## src/verilog/pssd_defines.svh

```systemverilog
// Constants of the pipelined sync SRAM cycle decoder.
`ifndef PSSD_DEFINES_SVH
`define PSSD_DEFINES_SVH

`define PSSD_LANE_BITS    9
`define PSSD_APB_AW       12
`define PSSD_CTRL_OFS     12'h000
`define PSSD_STATUS_OFS   12'h004
`define PSSD_CTRL_OVR_BIT 0
`define PSSD_CTRL_LIN_BIT 1
`define PSSD_CTRL_RST     2'h0
`define PSSD_SLEEP_CYCLES 2'h2

`endif

```

## src/verilog/pssd_pkg.sv

```systemverilog
// Types shared by the SRAM cycle decoder files.
package pssd_pkg;

  typedef enum logic [2:0] {
    OP_DESELECT = 3'h0,
    OP_SLEEP    = 3'h1,
    OP_RD_BEGIN = 3'h2,
    OP_WR_BEGIN = 3'h3,
    OP_RD_NEXT  = 3'h4,
    OP_WR_NEXT  = 3'h5,
    OP_RD_CUR   = 3'h6,
    OP_WR_CUR   = 3'h7
  } pssd_op_t;

  typedef struct packed {
    logic ce1N;
    logic ce2;
    logic ce3N;
    logic adspN;
    logic adscN;
    logic advN;
    logic gwN;
    logic bweN;
  } pssd_ctrl_t;

  typedef struct packed {
    pssd_op_t   op;
    logic       asleep;
    logic       drive;
    logic [1:0] low;
  } pssd_status_t;

endpackage

```

## src/verilog/pssd_burst_counter.sv

```systemverilog
// Two-bit wrapping burst counter with XOR or incrementing order.
`timescale 1ns/1ps
module pssd_burst_counter (
  input  wire logic       clk,
  input  wire logic       rst_n,
  input  wire logic       clkEn,
  input  wire logic       load,
  input  wire logic       advance,
  input  wire logic [1:0] startBits,
  input  wire logic       linear,
  output logic      [1:0] curLow,
  output logic      [1:0] nxtLow
);

  logic [1:0] start_r;
  logic [1:0] start_nxt;
  logic [1:0] cnt_r;
  logic [1:0] cnt_nxt;
  logic [1:0] cntInc;

  always_comb begin
    cntInc    = cnt_r + 2'h1;
    start_nxt = start_r;
    cnt_nxt   = cnt_r;
    if (load) begin
      start_nxt = startBits;
      cnt_nxt   = 2'h0;
    end else if (advance) begin
      cnt_nxt = cntInc;
    end
    // Two-bit arithmetic wraps by itself, which gives the four-beat wrap.
    curLow = linear ? start_r + cnt_r  : start_r ^ cnt_r;
    nxtLow = linear ? start_r + cntInc : start_r ^ cntInc;
  end

  always_ff @(posedge clk or negedge rst_n) begin
    if (!rst_n) begin
      start_r <= 2'h0;
      cnt_r   <= 2'h0;
    end else if (clkEn) begin
      start_r <= start_nxt;
      cnt_r   <= cnt_nxt;
    end
  end

endmodule // pssd_burst_counter

```

## src/verilog/pssd_cycle_decode.sv

```systemverilog
// Cycle decoder, write lane control and output drive of a pipelined sync SRAM.
//
// Local design decisions: the placing of the registers and the APB slave port.
`timescale 1ns/1ps
`include "pssd_defines.svh"
module pssd_cycle_decode #(
  parameter int ADDR_W = 19,
  parameter int LANES  = 4
) (
  input  wire logic                             clk,
  input  wire logic                             rst_n,
  input  wire logic                             clkEn,
  input  wire logic                             psel,
  input  wire logic                             penable,
  input  wire logic                             pwrite,
  input  wire logic [`PSSD_APB_AW-1:0]          paddr,
  input  wire logic [31:0]                      pwdata,
  output logic      [31:0]                      prdata,
  output logic                                  pready,
  output logic                                  pslverr,
  input  wire logic                             chip_enable_primary_n,
  input  wire logic                             depth_select_high,
  input  wire logic                             depth_select_low_n,
  input  wire logic                             sleep_request,
  input  wire logic                             processor_addr_strobe_n,
  input  wire logic                             controller_addr_strobe_n,
  input  wire logic                             burst_advance_n,
  input  wire logic                             global_write_n,
  input  wire logic                             byte_write_gate_n,
  input  wire logic [LANES-1:0]                 byte_lane_write_n,
  input  wire logic                             outEnableN,
  input  wire logic                             burstOrderSel,
  input  wire logic [ADDR_W-1:0]                extAddr,
  input  wire logic [LANES*`PSSD_LANE_BITS-1:0] dqIn,
  output logic      [LANES*`PSSD_LANE_BITS-1:0] dqOut,
  output logic                                  dqOeN,
  input  wire logic [LANES*`PSSD_LANE_BITS-1:0] memRdData,
  output logic      [ADDR_W-1:0]                memAddr,
  output logic                                  memRd,
  output logic                                  memWr,
  output logic      [LANES-1:0]                 memLanes,
  output logic      [LANES*`PSSD_LANE_BITS-1:0] memWrData
);

  localparam int DW = LANES * `PSSD_LANE_BITS;

  if (LANES < 1 || LANES > 8 || ADDR_W < 3) begin : g_bad_params
    $error("pssd_cycle_decode: unsupported ADDR_W or LANES");
  end

  // ****************************************************************
  // Pin decode
  // ****************************************************************
  pssd_pkg::pssd_ctrl_t pins;
  pssd_pkg::pssd_op_t   decOp;
  logic                 chipSel;
  logic                 writeReq;
  logic                 sleepBlock;
  logic                 decRead;
  logic                 decWrite;
  logic [LANES-1:0]     laneSel;

  assign pins = {chip_enable_primary_n, depth_select_high, depth_select_low_n,
                 processor_addr_strobe_n, controller_addr_strobe_n, burst_advance_n,
                 global_write_n, byte_write_gate_n};

  always_comb begin
    chipSel  = !pins.ce1N && pins.ce2 && !pins.ce3N;
    writeReq = !pins.gwN || (!pins.bweN && !(&byte_lane_write_n));
    if (!pins.gwN) begin
      laneSel = '1;
    end else begin
      laneSel = pins.bweN ? '0 : ~byte_lane_write_n;
    end
    if (sleepBlock) begin
      decOp = pssd_pkg::OP_SLEEP;
    end else if (!pins.ce1N && !pins.adspN) begin
      // The write inputs are deliberately not looked at here.
      decOp = chipSel ? pssd_pkg::OP_RD_BEGIN : pssd_pkg::OP_DESELECT;
    end else if (!pins.adscN) begin
      if (!chipSel) begin
        decOp = pssd_pkg::OP_DESELECT;
      end else begin
        decOp = writeReq ? pssd_pkg::OP_WR_BEGIN : pssd_pkg::OP_RD_BEGIN;
      end
    end else if (!pins.advN) begin
      decOp = writeReq ? pssd_pkg::OP_WR_NEXT : pssd_pkg::OP_RD_NEXT;
    end else begin
      decOp = writeReq ? pssd_pkg::OP_WR_CUR : pssd_pkg::OP_RD_CUR;
    end
    decRead  = decOp == pssd_pkg::OP_RD_BEGIN || decOp == pssd_pkg::OP_RD_NEXT ||
               decOp == pssd_pkg::OP_RD_CUR;
    decWrite = decOp == pssd_pkg::OP_WR_BEGIN || decOp == pssd_pkg::OP_WR_NEXT ||
               decOp == pssd_pkg::OP_WR_CUR;
  end

  // ****************************************************************
  // Sleep entry and exit
  // ****************************************************************
  logic [1:0] sleepCnt_r;
  logic [1:0] sleepCnt_nxt;
  logic       asleep_r;
  logic       asleep_nxt;

  // Inputs are ignored from the first high sample until recovery ends.
  assign sleepBlock = sleep_request || asleep_r;

  always_comb begin
    sleepCnt_nxt = 2'h0;
    asleep_nxt   = asleep_r;
    if (sleep_request != asleep_r) begin
      if (sleepCnt_r + 2'h1 == `PSSD_SLEEP_CYCLES) begin
        asleep_nxt = sleep_request;
      end else begin
        sleepCnt_nxt = sleepCnt_r + 2'h1;
      end
    end
  end

  // ****************************************************************
  // Burst address and memory request
  // ****************************************************************
  logic [1:0]          ctrl_r;
  logic [1:0]          curLow;
  logic [1:0]          nxtLow;
  logic                linear;
  logic                isBegin;
  logic                isNext;
  pssd_pkg::pssd_op_t  op_r;
  logic [ADDR_W-1:2]   base_r;
  logic [ADDR_W-1:2]   base_nxt;
  logic [ADDR_W-1:0]   memAddr_nxt;
  logic [LANES-1:0]    memLanes_nxt;
  logic [DW-1:0]       memWrData_nxt;
  logic [DW-1:0]       dqOut_nxt;

  // Software may override the mode pin; low on the pin means incrementing order.
  assign linear  = ctrl_r[`PSSD_CTRL_OVR_BIT] ? ctrl_r[`PSSD_CTRL_LIN_BIT]
                                              : !burstOrderSel;
  assign isBegin = decOp == pssd_pkg::OP_RD_BEGIN || decOp == pssd_pkg::OP_WR_BEGIN;
  assign isNext  = decOp == pssd_pkg::OP_RD_NEXT || decOp == pssd_pkg::OP_WR_NEXT;

  pssd_burst_counter u_counter (
    .clk       (clk),
    .rst_n     (rst_n),
    .clkEn     (clkEn),
    .load      (isBegin),
    .advance   (isNext),
    .startBits (extAddr[1:0]),
    .linear    (linear),
    .curLow    (curLow),
    .nxtLow    (nxtLow)
  );

  always_comb begin
    base_nxt      = isBegin ? extAddr[ADDR_W-1:2] : base_r;
    memAddr_nxt   = memAddr;
    memLanes_nxt  = decWrite ? laneSel : '0;
    memWrData_nxt = decWrite ? dqIn : memWrData;
    dqOut_nxt     = memRd ? memRdData : dqOut;
    if (isBegin) begin
      memAddr_nxt = extAddr;
    end else if (isNext) begin
      memAddr_nxt = {base_r, nxtLow};
    end else if (decRead || decWrite) begin
      memAddr_nxt = {base_r, curLow};
    end
  end

  // ****************************************************************
  // Output drive with double-cycle deselect
  // ****************************************************************
  logic drive_r;
  logic drive_nxt;
  logic linger_r;
  logic linger_nxt;

  always_comb begin
    drive_nxt  = drive_r;
    linger_nxt = 1'b0;
    unique case (decOp)
      pssd_pkg::OP_RD_BEGIN, pssd_pkg::OP_RD_NEXT, pssd_pkg::OP_RD_CUR: begin
        drive_nxt = 1'b1;
      end
      pssd_pkg::OP_WR_BEGIN, pssd_pkg::OP_WR_NEXT, pssd_pkg::OP_WR_CUR,
      pssd_pkg::OP_SLEEP: begin
        drive_nxt = 1'b0;
      end
      pssd_pkg::OP_DESELECT: begin
        // One extra cycle of drive lets a depth-expanded neighbour take over cleanly.
        drive_nxt  = linger_r ? 1'b0 : drive_r;
        linger_nxt = !linger_r && drive_r;
      end
    endcase
  end

  // The drive enable pin is only gated, never registered, so it acts at once.
  assign dqOeN = !(drive_r && !outEnableN && !decWrite && !memWr && !sleepBlock);

  // ****************************************************************
  // APB registers
  // ****************************************************************
  logic                   ctrlHit;
  logic                   statHit;
  logic [1:0]             ctrl_nxt;
  logic [31:0]            prdata_nxt;
  pssd_pkg::pssd_status_t status;

  assign ctrlHit = paddr == `PSSD_CTRL_OFS;
  assign statHit = paddr == `PSSD_STATUS_OFS;
  assign pready  = clkEn;
  assign pslverr = psel && penable && !ctrlHit && !statHit;
  assign status  = '{op: op_r, asleep: asleep_r, drive: drive_r, low: curLow};

  always_comb begin
    ctrl_nxt   = ctrl_r;
    prdata_nxt = prdata;
    if (psel && !penable) begin
      prdata_nxt = 32'h0000_0000;
      if (ctrlHit) begin
        prdata_nxt[1:0] = ctrl_r;
      end else if (statHit) begin
        prdata_nxt[$bits(status)-1:0] = status;
      end
    end
    if (psel && penable && pwrite && ctrlHit) begin
      ctrl_nxt = pwdata[1:0];
    end
  end

  // ****************************************************************
  // State registers
  // ****************************************************************
  always_ff @(posedge clk or negedge rst_n) begin
    if (!rst_n) begin
      sleepCnt_r <= 2'h0;
      asleep_r   <= 1'b0;
      op_r       <= pssd_pkg::OP_DESELECT;
      base_r     <= '0;
      memAddr    <= '0;
      memRd      <= 1'b0;
      memWr      <= 1'b0;
      memLanes   <= '0;
      memWrData  <= '0;
      dqOut      <= '0;
      drive_r    <= 1'b0;
      linger_r   <= 1'b0;
      ctrl_r     <= `PSSD_CTRL_RST;
      prdata     <= 32'h0000_0000;
    end else if (clkEn) begin
      sleepCnt_r <= sleepCnt_nxt;
      asleep_r   <= asleep_nxt;
      op_r       <= decOp;
      base_r     <= base_nxt;
      memAddr    <= memAddr_nxt;
      memRd      <= decRead;
      memWr      <= decWrite;
      memLanes   <= memLanes_nxt;
      memWrData  <= memWrData_nxt;
      dqOut      <= dqOut_nxt;
      drive_r    <= drive_nxt;
      linger_r   <= linger_nxt;
      ctrl_r     <= ctrl_nxt;
      prdata     <= prdata_nxt;
    end
  end

  logic cleanIn;
  assign cleanIn = clkEn && !sleepBlock;
endmodule // pssd_cycle_decode

```

## config.mk

```make
export PLATFORM = sky130hd
export DESIGN_NAME = pssd_cycle_decode
export DESIGN_NICKNAME = d
export VERILOG_FILES = /design/src/verilog/pssd_pkg.sv /design/src/verilog/pssd_burst_counter.sv /design/src/verilog/pssd_cycle_decode.sv
export VERILOG_INCLUDE_DIRS = /design/src /design/src/verilog
export SDC_FILE = /design/constraint.sdc
export NUM_CORES = 1
export LEC_CHECK = 0
export ABC_AREA = 1
export BUFFER_PORTS_ARGS = -buffer_cell sky130_fd_sc_hd__buf_4
export CAP_MARGIN = 20
export CORE_MARGIN = 2
export CORE_UTILIZATION = 42
export DETAILED_ROUTE_END_ITERATION = 10
export GPL_TIMING_DRIVEN = 0
export PLACE_DENSITY = 0.82
export SLEW_MARGIN = 20
export SYNTH_ARGS = -nofsm -noshare
export SYNTH_HDL_FRONTEND = slang
export SYNTH_SLANG_ARGS = --single-unit
```

## constraint.sdc

```tcl
create_clock -name clk -period 1.4 [get_ports clk]
set_input_delay 0.21 -clock clk [delete_from_list [all_inputs] [get_ports clk]]
set_output_delay 0.21 -clock clk [all_outputs]
set_load 0.005 [all_outputs]
```

==> out/results.env <==
FINAL_AREA_UM2=9870
CTS_MAX_LEVEL=4
CELL_INTERNAL_PWR_mW=11.4
CP-START-KIND='flop'
SYNTH.AREA.TOP_CELLS='dfrtp_1, nand2_1, mux2_2'
TOTAL_WIRE_LENGTH_AFTER_DETAILED_ROUTING_MM=18.7
LARGEST_NET_DEGREE_AT_THE_START_OF_GLOBAL_ROUTING=76
DRT_PASS1_ITERATIONS=5
POST-SYNTH-TOP-AREA-CELL='dfrtp_1'
SYNTH_AREA_UM2=6130
POWER-PER-CELL-AREA_nW_PER_UM2=1690
PORT_BUFFERS=231
INSERTEDDIODECOUNT=0
DRT-VIAS-PER-INSTANCE=4.91
POST_DRT_WL_PER_CELL_UM=16.2
CTS_ROOT_BUFFER='clkbuf_16'
SETUP.WORST_PATH.END_CLASS='output port'
SWITCHING_POWER_mW=5.21
CLK_PIN_SLEW_WORST_PATHS_PS=60
SYN_AVG_CELL_AREA_UM2=9.47
WORSTHOLDENDPOINT='base_r[7]'
CTS_TREE='built'
DIE_WIDTH_UM=125
POST_ROUTE_CELLS_DRIVE_ABOVE_1_SHARE_PCT=48.2
SLEW_AT_THE_PIN_CLOSEST_TO_ITS_MAX_SLEW_LIMIT_PS=736
WORST_HOLD_STARTPOINT='extAddr[7]'
ACHIEVABLE-FREQUENCY_MHz=548
FINAL.SETUP.TNS_PS=-29920
TIMING.REG2REG.SETUP_SLACK_PS=-400
CLOCK_POWER_SHARE_PCT=27.0
ANTENNA_VIOL_NETS_FINAL=0
FINAL_CELL_COUNT_NO_FILL=1157
CLOCK-SINKS=135
SYNTHARSTFLOPSHARE_PCT=100
GROUTE.USAGE.OVERALL_PCT=23.8
PLACED_CELLS_INCL_TAPS=1087
CLOCK_PATH_BUFFERS=2
SYNTHDISTINCTLIBCELLS=30
FILLER_CELL_COUNT=1089
RR_STARTPOINT='asleep_r'
FIRST_GLOBAL_VIAS=5744
OUTCOME='complete, but fails checks'
SYNTH_SEQ_CELLS=135
CLOCK_LATENCY_PS=430
SLEW_VIOLATIONS=0
POWER.SHARE.SWITCHING_PCT=31.3
MAX-VDD-IR-DROP_uV=1140
ROUTABILITYCONGESTION=0.822
DRTITER0DRC=337
LAYOUT_SETUP_WS_PS=-426
STD_CELL_ROWS=44
TIMING.MAX_SLEW.REL_SLACK_PCT=50.9
HOLD_PATH.CLASS='input port to flop'
PLACEABLE_AREA_UM2=14400
CRITPATHREQUIREDTIME_PS=1190
FAILED_CHECKS='setup timing'
GRT_PASS1_WL_MM=29.4
REG2REG_DEPTH=11
NUMBER_OF_I_O_PINS=288
PLACEMENT.SETUP.WORST_SLACK_PS=-365
CTS-BUFFERS-INSERTED=17
GRT_ANTENNA_BEFORE_REPAIR=0
WORSTREG2REGEND='u_counter.cnt_r[0]'
POSTSYNTH.TOPFLOPCELL='dfrtp_1'
OVERALL_DIE_HEIGHT_UM=125
SETUP_VIOL_COUNT_FINAL=86
YS_WARN_COUNT=0
POST_ROUTE_CLOCK_PERIOD_UTILIZATION_PCT=130
INITIAL_CORE_UTIL_PCT=42.6
DRC=0
SHARE_SEQ_OF_TOTAL_POWER_PCT=39.1
ROUTED-VIA-COUNT=5679
STARTPOINT_TO_ENDPOINT_CLASS_OF_THE_CRITICAL_PATH='flop to output port'
CRITPATHARRIVALTIME_PS=1620
FINAL_PERIOD_MINUS_WORST_SETUP_SLACK_PS=1830
SETUP_REPAIR_AFTER_GLOBAL_ROUTING_MISSED_ITS_MARGIN='yes'
SYNTH-EDFF-COUNT=0
TIMING_HOLD_VIOLATIONS_FINAL=0
SYNTH_SEQ_AREA_SHARE_PCT=55.1
AREA_DELTA_SYNTH_FINAL_PCT=61.1
POWER.STATIC_LEAKAGE_nW=5.05
FIN_WORST_SKEW_PS=12.1
LAYOUT.NETS=1119
SYNTH_LARGEST_TYPE_AREA_FRACTION_PCT=55.1
SETUP.WORST_PATH.START='asleep_r'
GLOBAL_ROUTE.OVERFLOW_TOTAL=0
NETLIST_INSTANCES=647
CP_MAX_FO=4
COMBINATIONALPOWERSHARE_PCT=33.9
POST-SYNTH-TOP-COUNT-CELL='nand2_1'
DRV.MAX_CAP_VIOLATION_COUNT=0
POST_SYNTH_MOST_FREQUENT_CELLS='nand2_1, dfrtp_1, nand3_1'
DETAILEDPLACEMENTHPWL_MM=12.3
HOLD_DEPTH=3
DIE-AREA_UM2=15600
DPL_CELL_AREA_UM2=8240
==> cells in the final DEF (no fill, tap or decap), types with 14 or more instances in the layout <==
master     instances
buf_4            268
nor2_1            38
a21oi_2           18
conb_1            25
inv_1             29
nand2_1          164
buf_6             20
nand3_1           63
clkbuf_16         21
o21ai_2           23
nand3_2           14
dfrtp_1          135
mux2_2            36
==> through the flow <==
| step | total power [mW] | utilization (%) | hold slack (ps) |
|---|---|---|---|
| 6_report | 16.6 | 68.7 | 5.08 |
| 4_1_cts | 16.5 | 67.2 | 0.860 |
| 5_1_grt | 17.6 | 68.7 | 4.45 |
| 3_5_place_dp | 11.5 | 57.4 | 230 |
| 2_1_floorplan | 8.40 | - | -85.6 |
| 3_3_place_gp | 11.2 | 57.1 | 426 |
==> state kept, by name, summed over array words and instances (netlist names) <==
name / cells
op_r: 3
u_counter.cnt_r: 2
drive_r: 1
memLanes: 4
memWr: 1
memWrData: 36
sleepCnt_r: 2
asleep_r: 1
prdata: 7
base_r: 17
memRd: 1
linger_r: 1
memAddr: 19
dqOut: 36
ctrl_r: 2
u_counter.start_r: 2
==> cells by family after synthesis <==
logic type	count (synthesis)	synth area share, %
xor+xnor	2	0.286
flops	135	55.1
other cells	1	0.0612
fa+ha+maj	3	0.613
compound gates	76	6.58
mux	36	6.62
simple gates	302	21.9
buf+inv	92	8.80
==> cell type report <==
| type | count | area [µm²] | area share (%) |
|---|---|---|---|
| clock inverter | 15 | 171 | 1.74 |
| multi-input combinational | 444 | 2660 | 26.9 |
| tap | 184 | 230 | 2.33 |
| timing repair buffer | 272 | 2320 | 23.5 |
| buffer | 56 | 556 | 5.63 |
| sequential | 135 | 3380 | 34.2 |
| inverter | 34 | 140 | 1.42 |
| clock buffer | 17 | 425 | 4.31 |
==> timing repair <==
item                                    in CTS  in global routing
resized for setup                          130                 45
hold buffers                                11                  0
cloned                                      11                  1
pin swaps                                   30                 24
endpoints found under the setup margin     115                 87
endpoints found under the hold margin       84                  0
setup buffers                               11                  7
==> power groups by stage <==
stage	Clock, mW	Sequential (mW)	Combinational (mW)
CTS	4.57	6.45	5.50
finish	4.50	6.51	5.64
detailed placement	0	6.41	5.09
global route	4.75	6.70	6.12
floorplan	0	6.42	1.98
global placement	0	6.33	4.91
==> per-layer routing <==
layer	wire length, µm	up-vias	GRT usage [%]
met5	0	-	0
li1	-	2698	-
met4	407	0	8.86
met1	7710	2692	30.0
met3	1300	36	7.22
met2	9330	253	38.7
==> how the worst max path moves through the flow <==
stage / slack [ps] / to
global route: -490 / u_counter.cnt_r[0]
floorplan: 1 / memAddr[0]
global placement: -410 / dqOut[30]
CTS: -440 / dqOeN
finish: -430 / dqOeN
detailed placement: -370 / base_r[12]
==> critical path, stage by stage, from the launching register on <==
cell and delay (ps):
dfrtp_1 390, inv_2 80, ha_4 170, inv_6 50, o21ai_4 130, inv_2 70
o21ai_4 180, buf_6 120
Power figures use the tool's default switching activity.
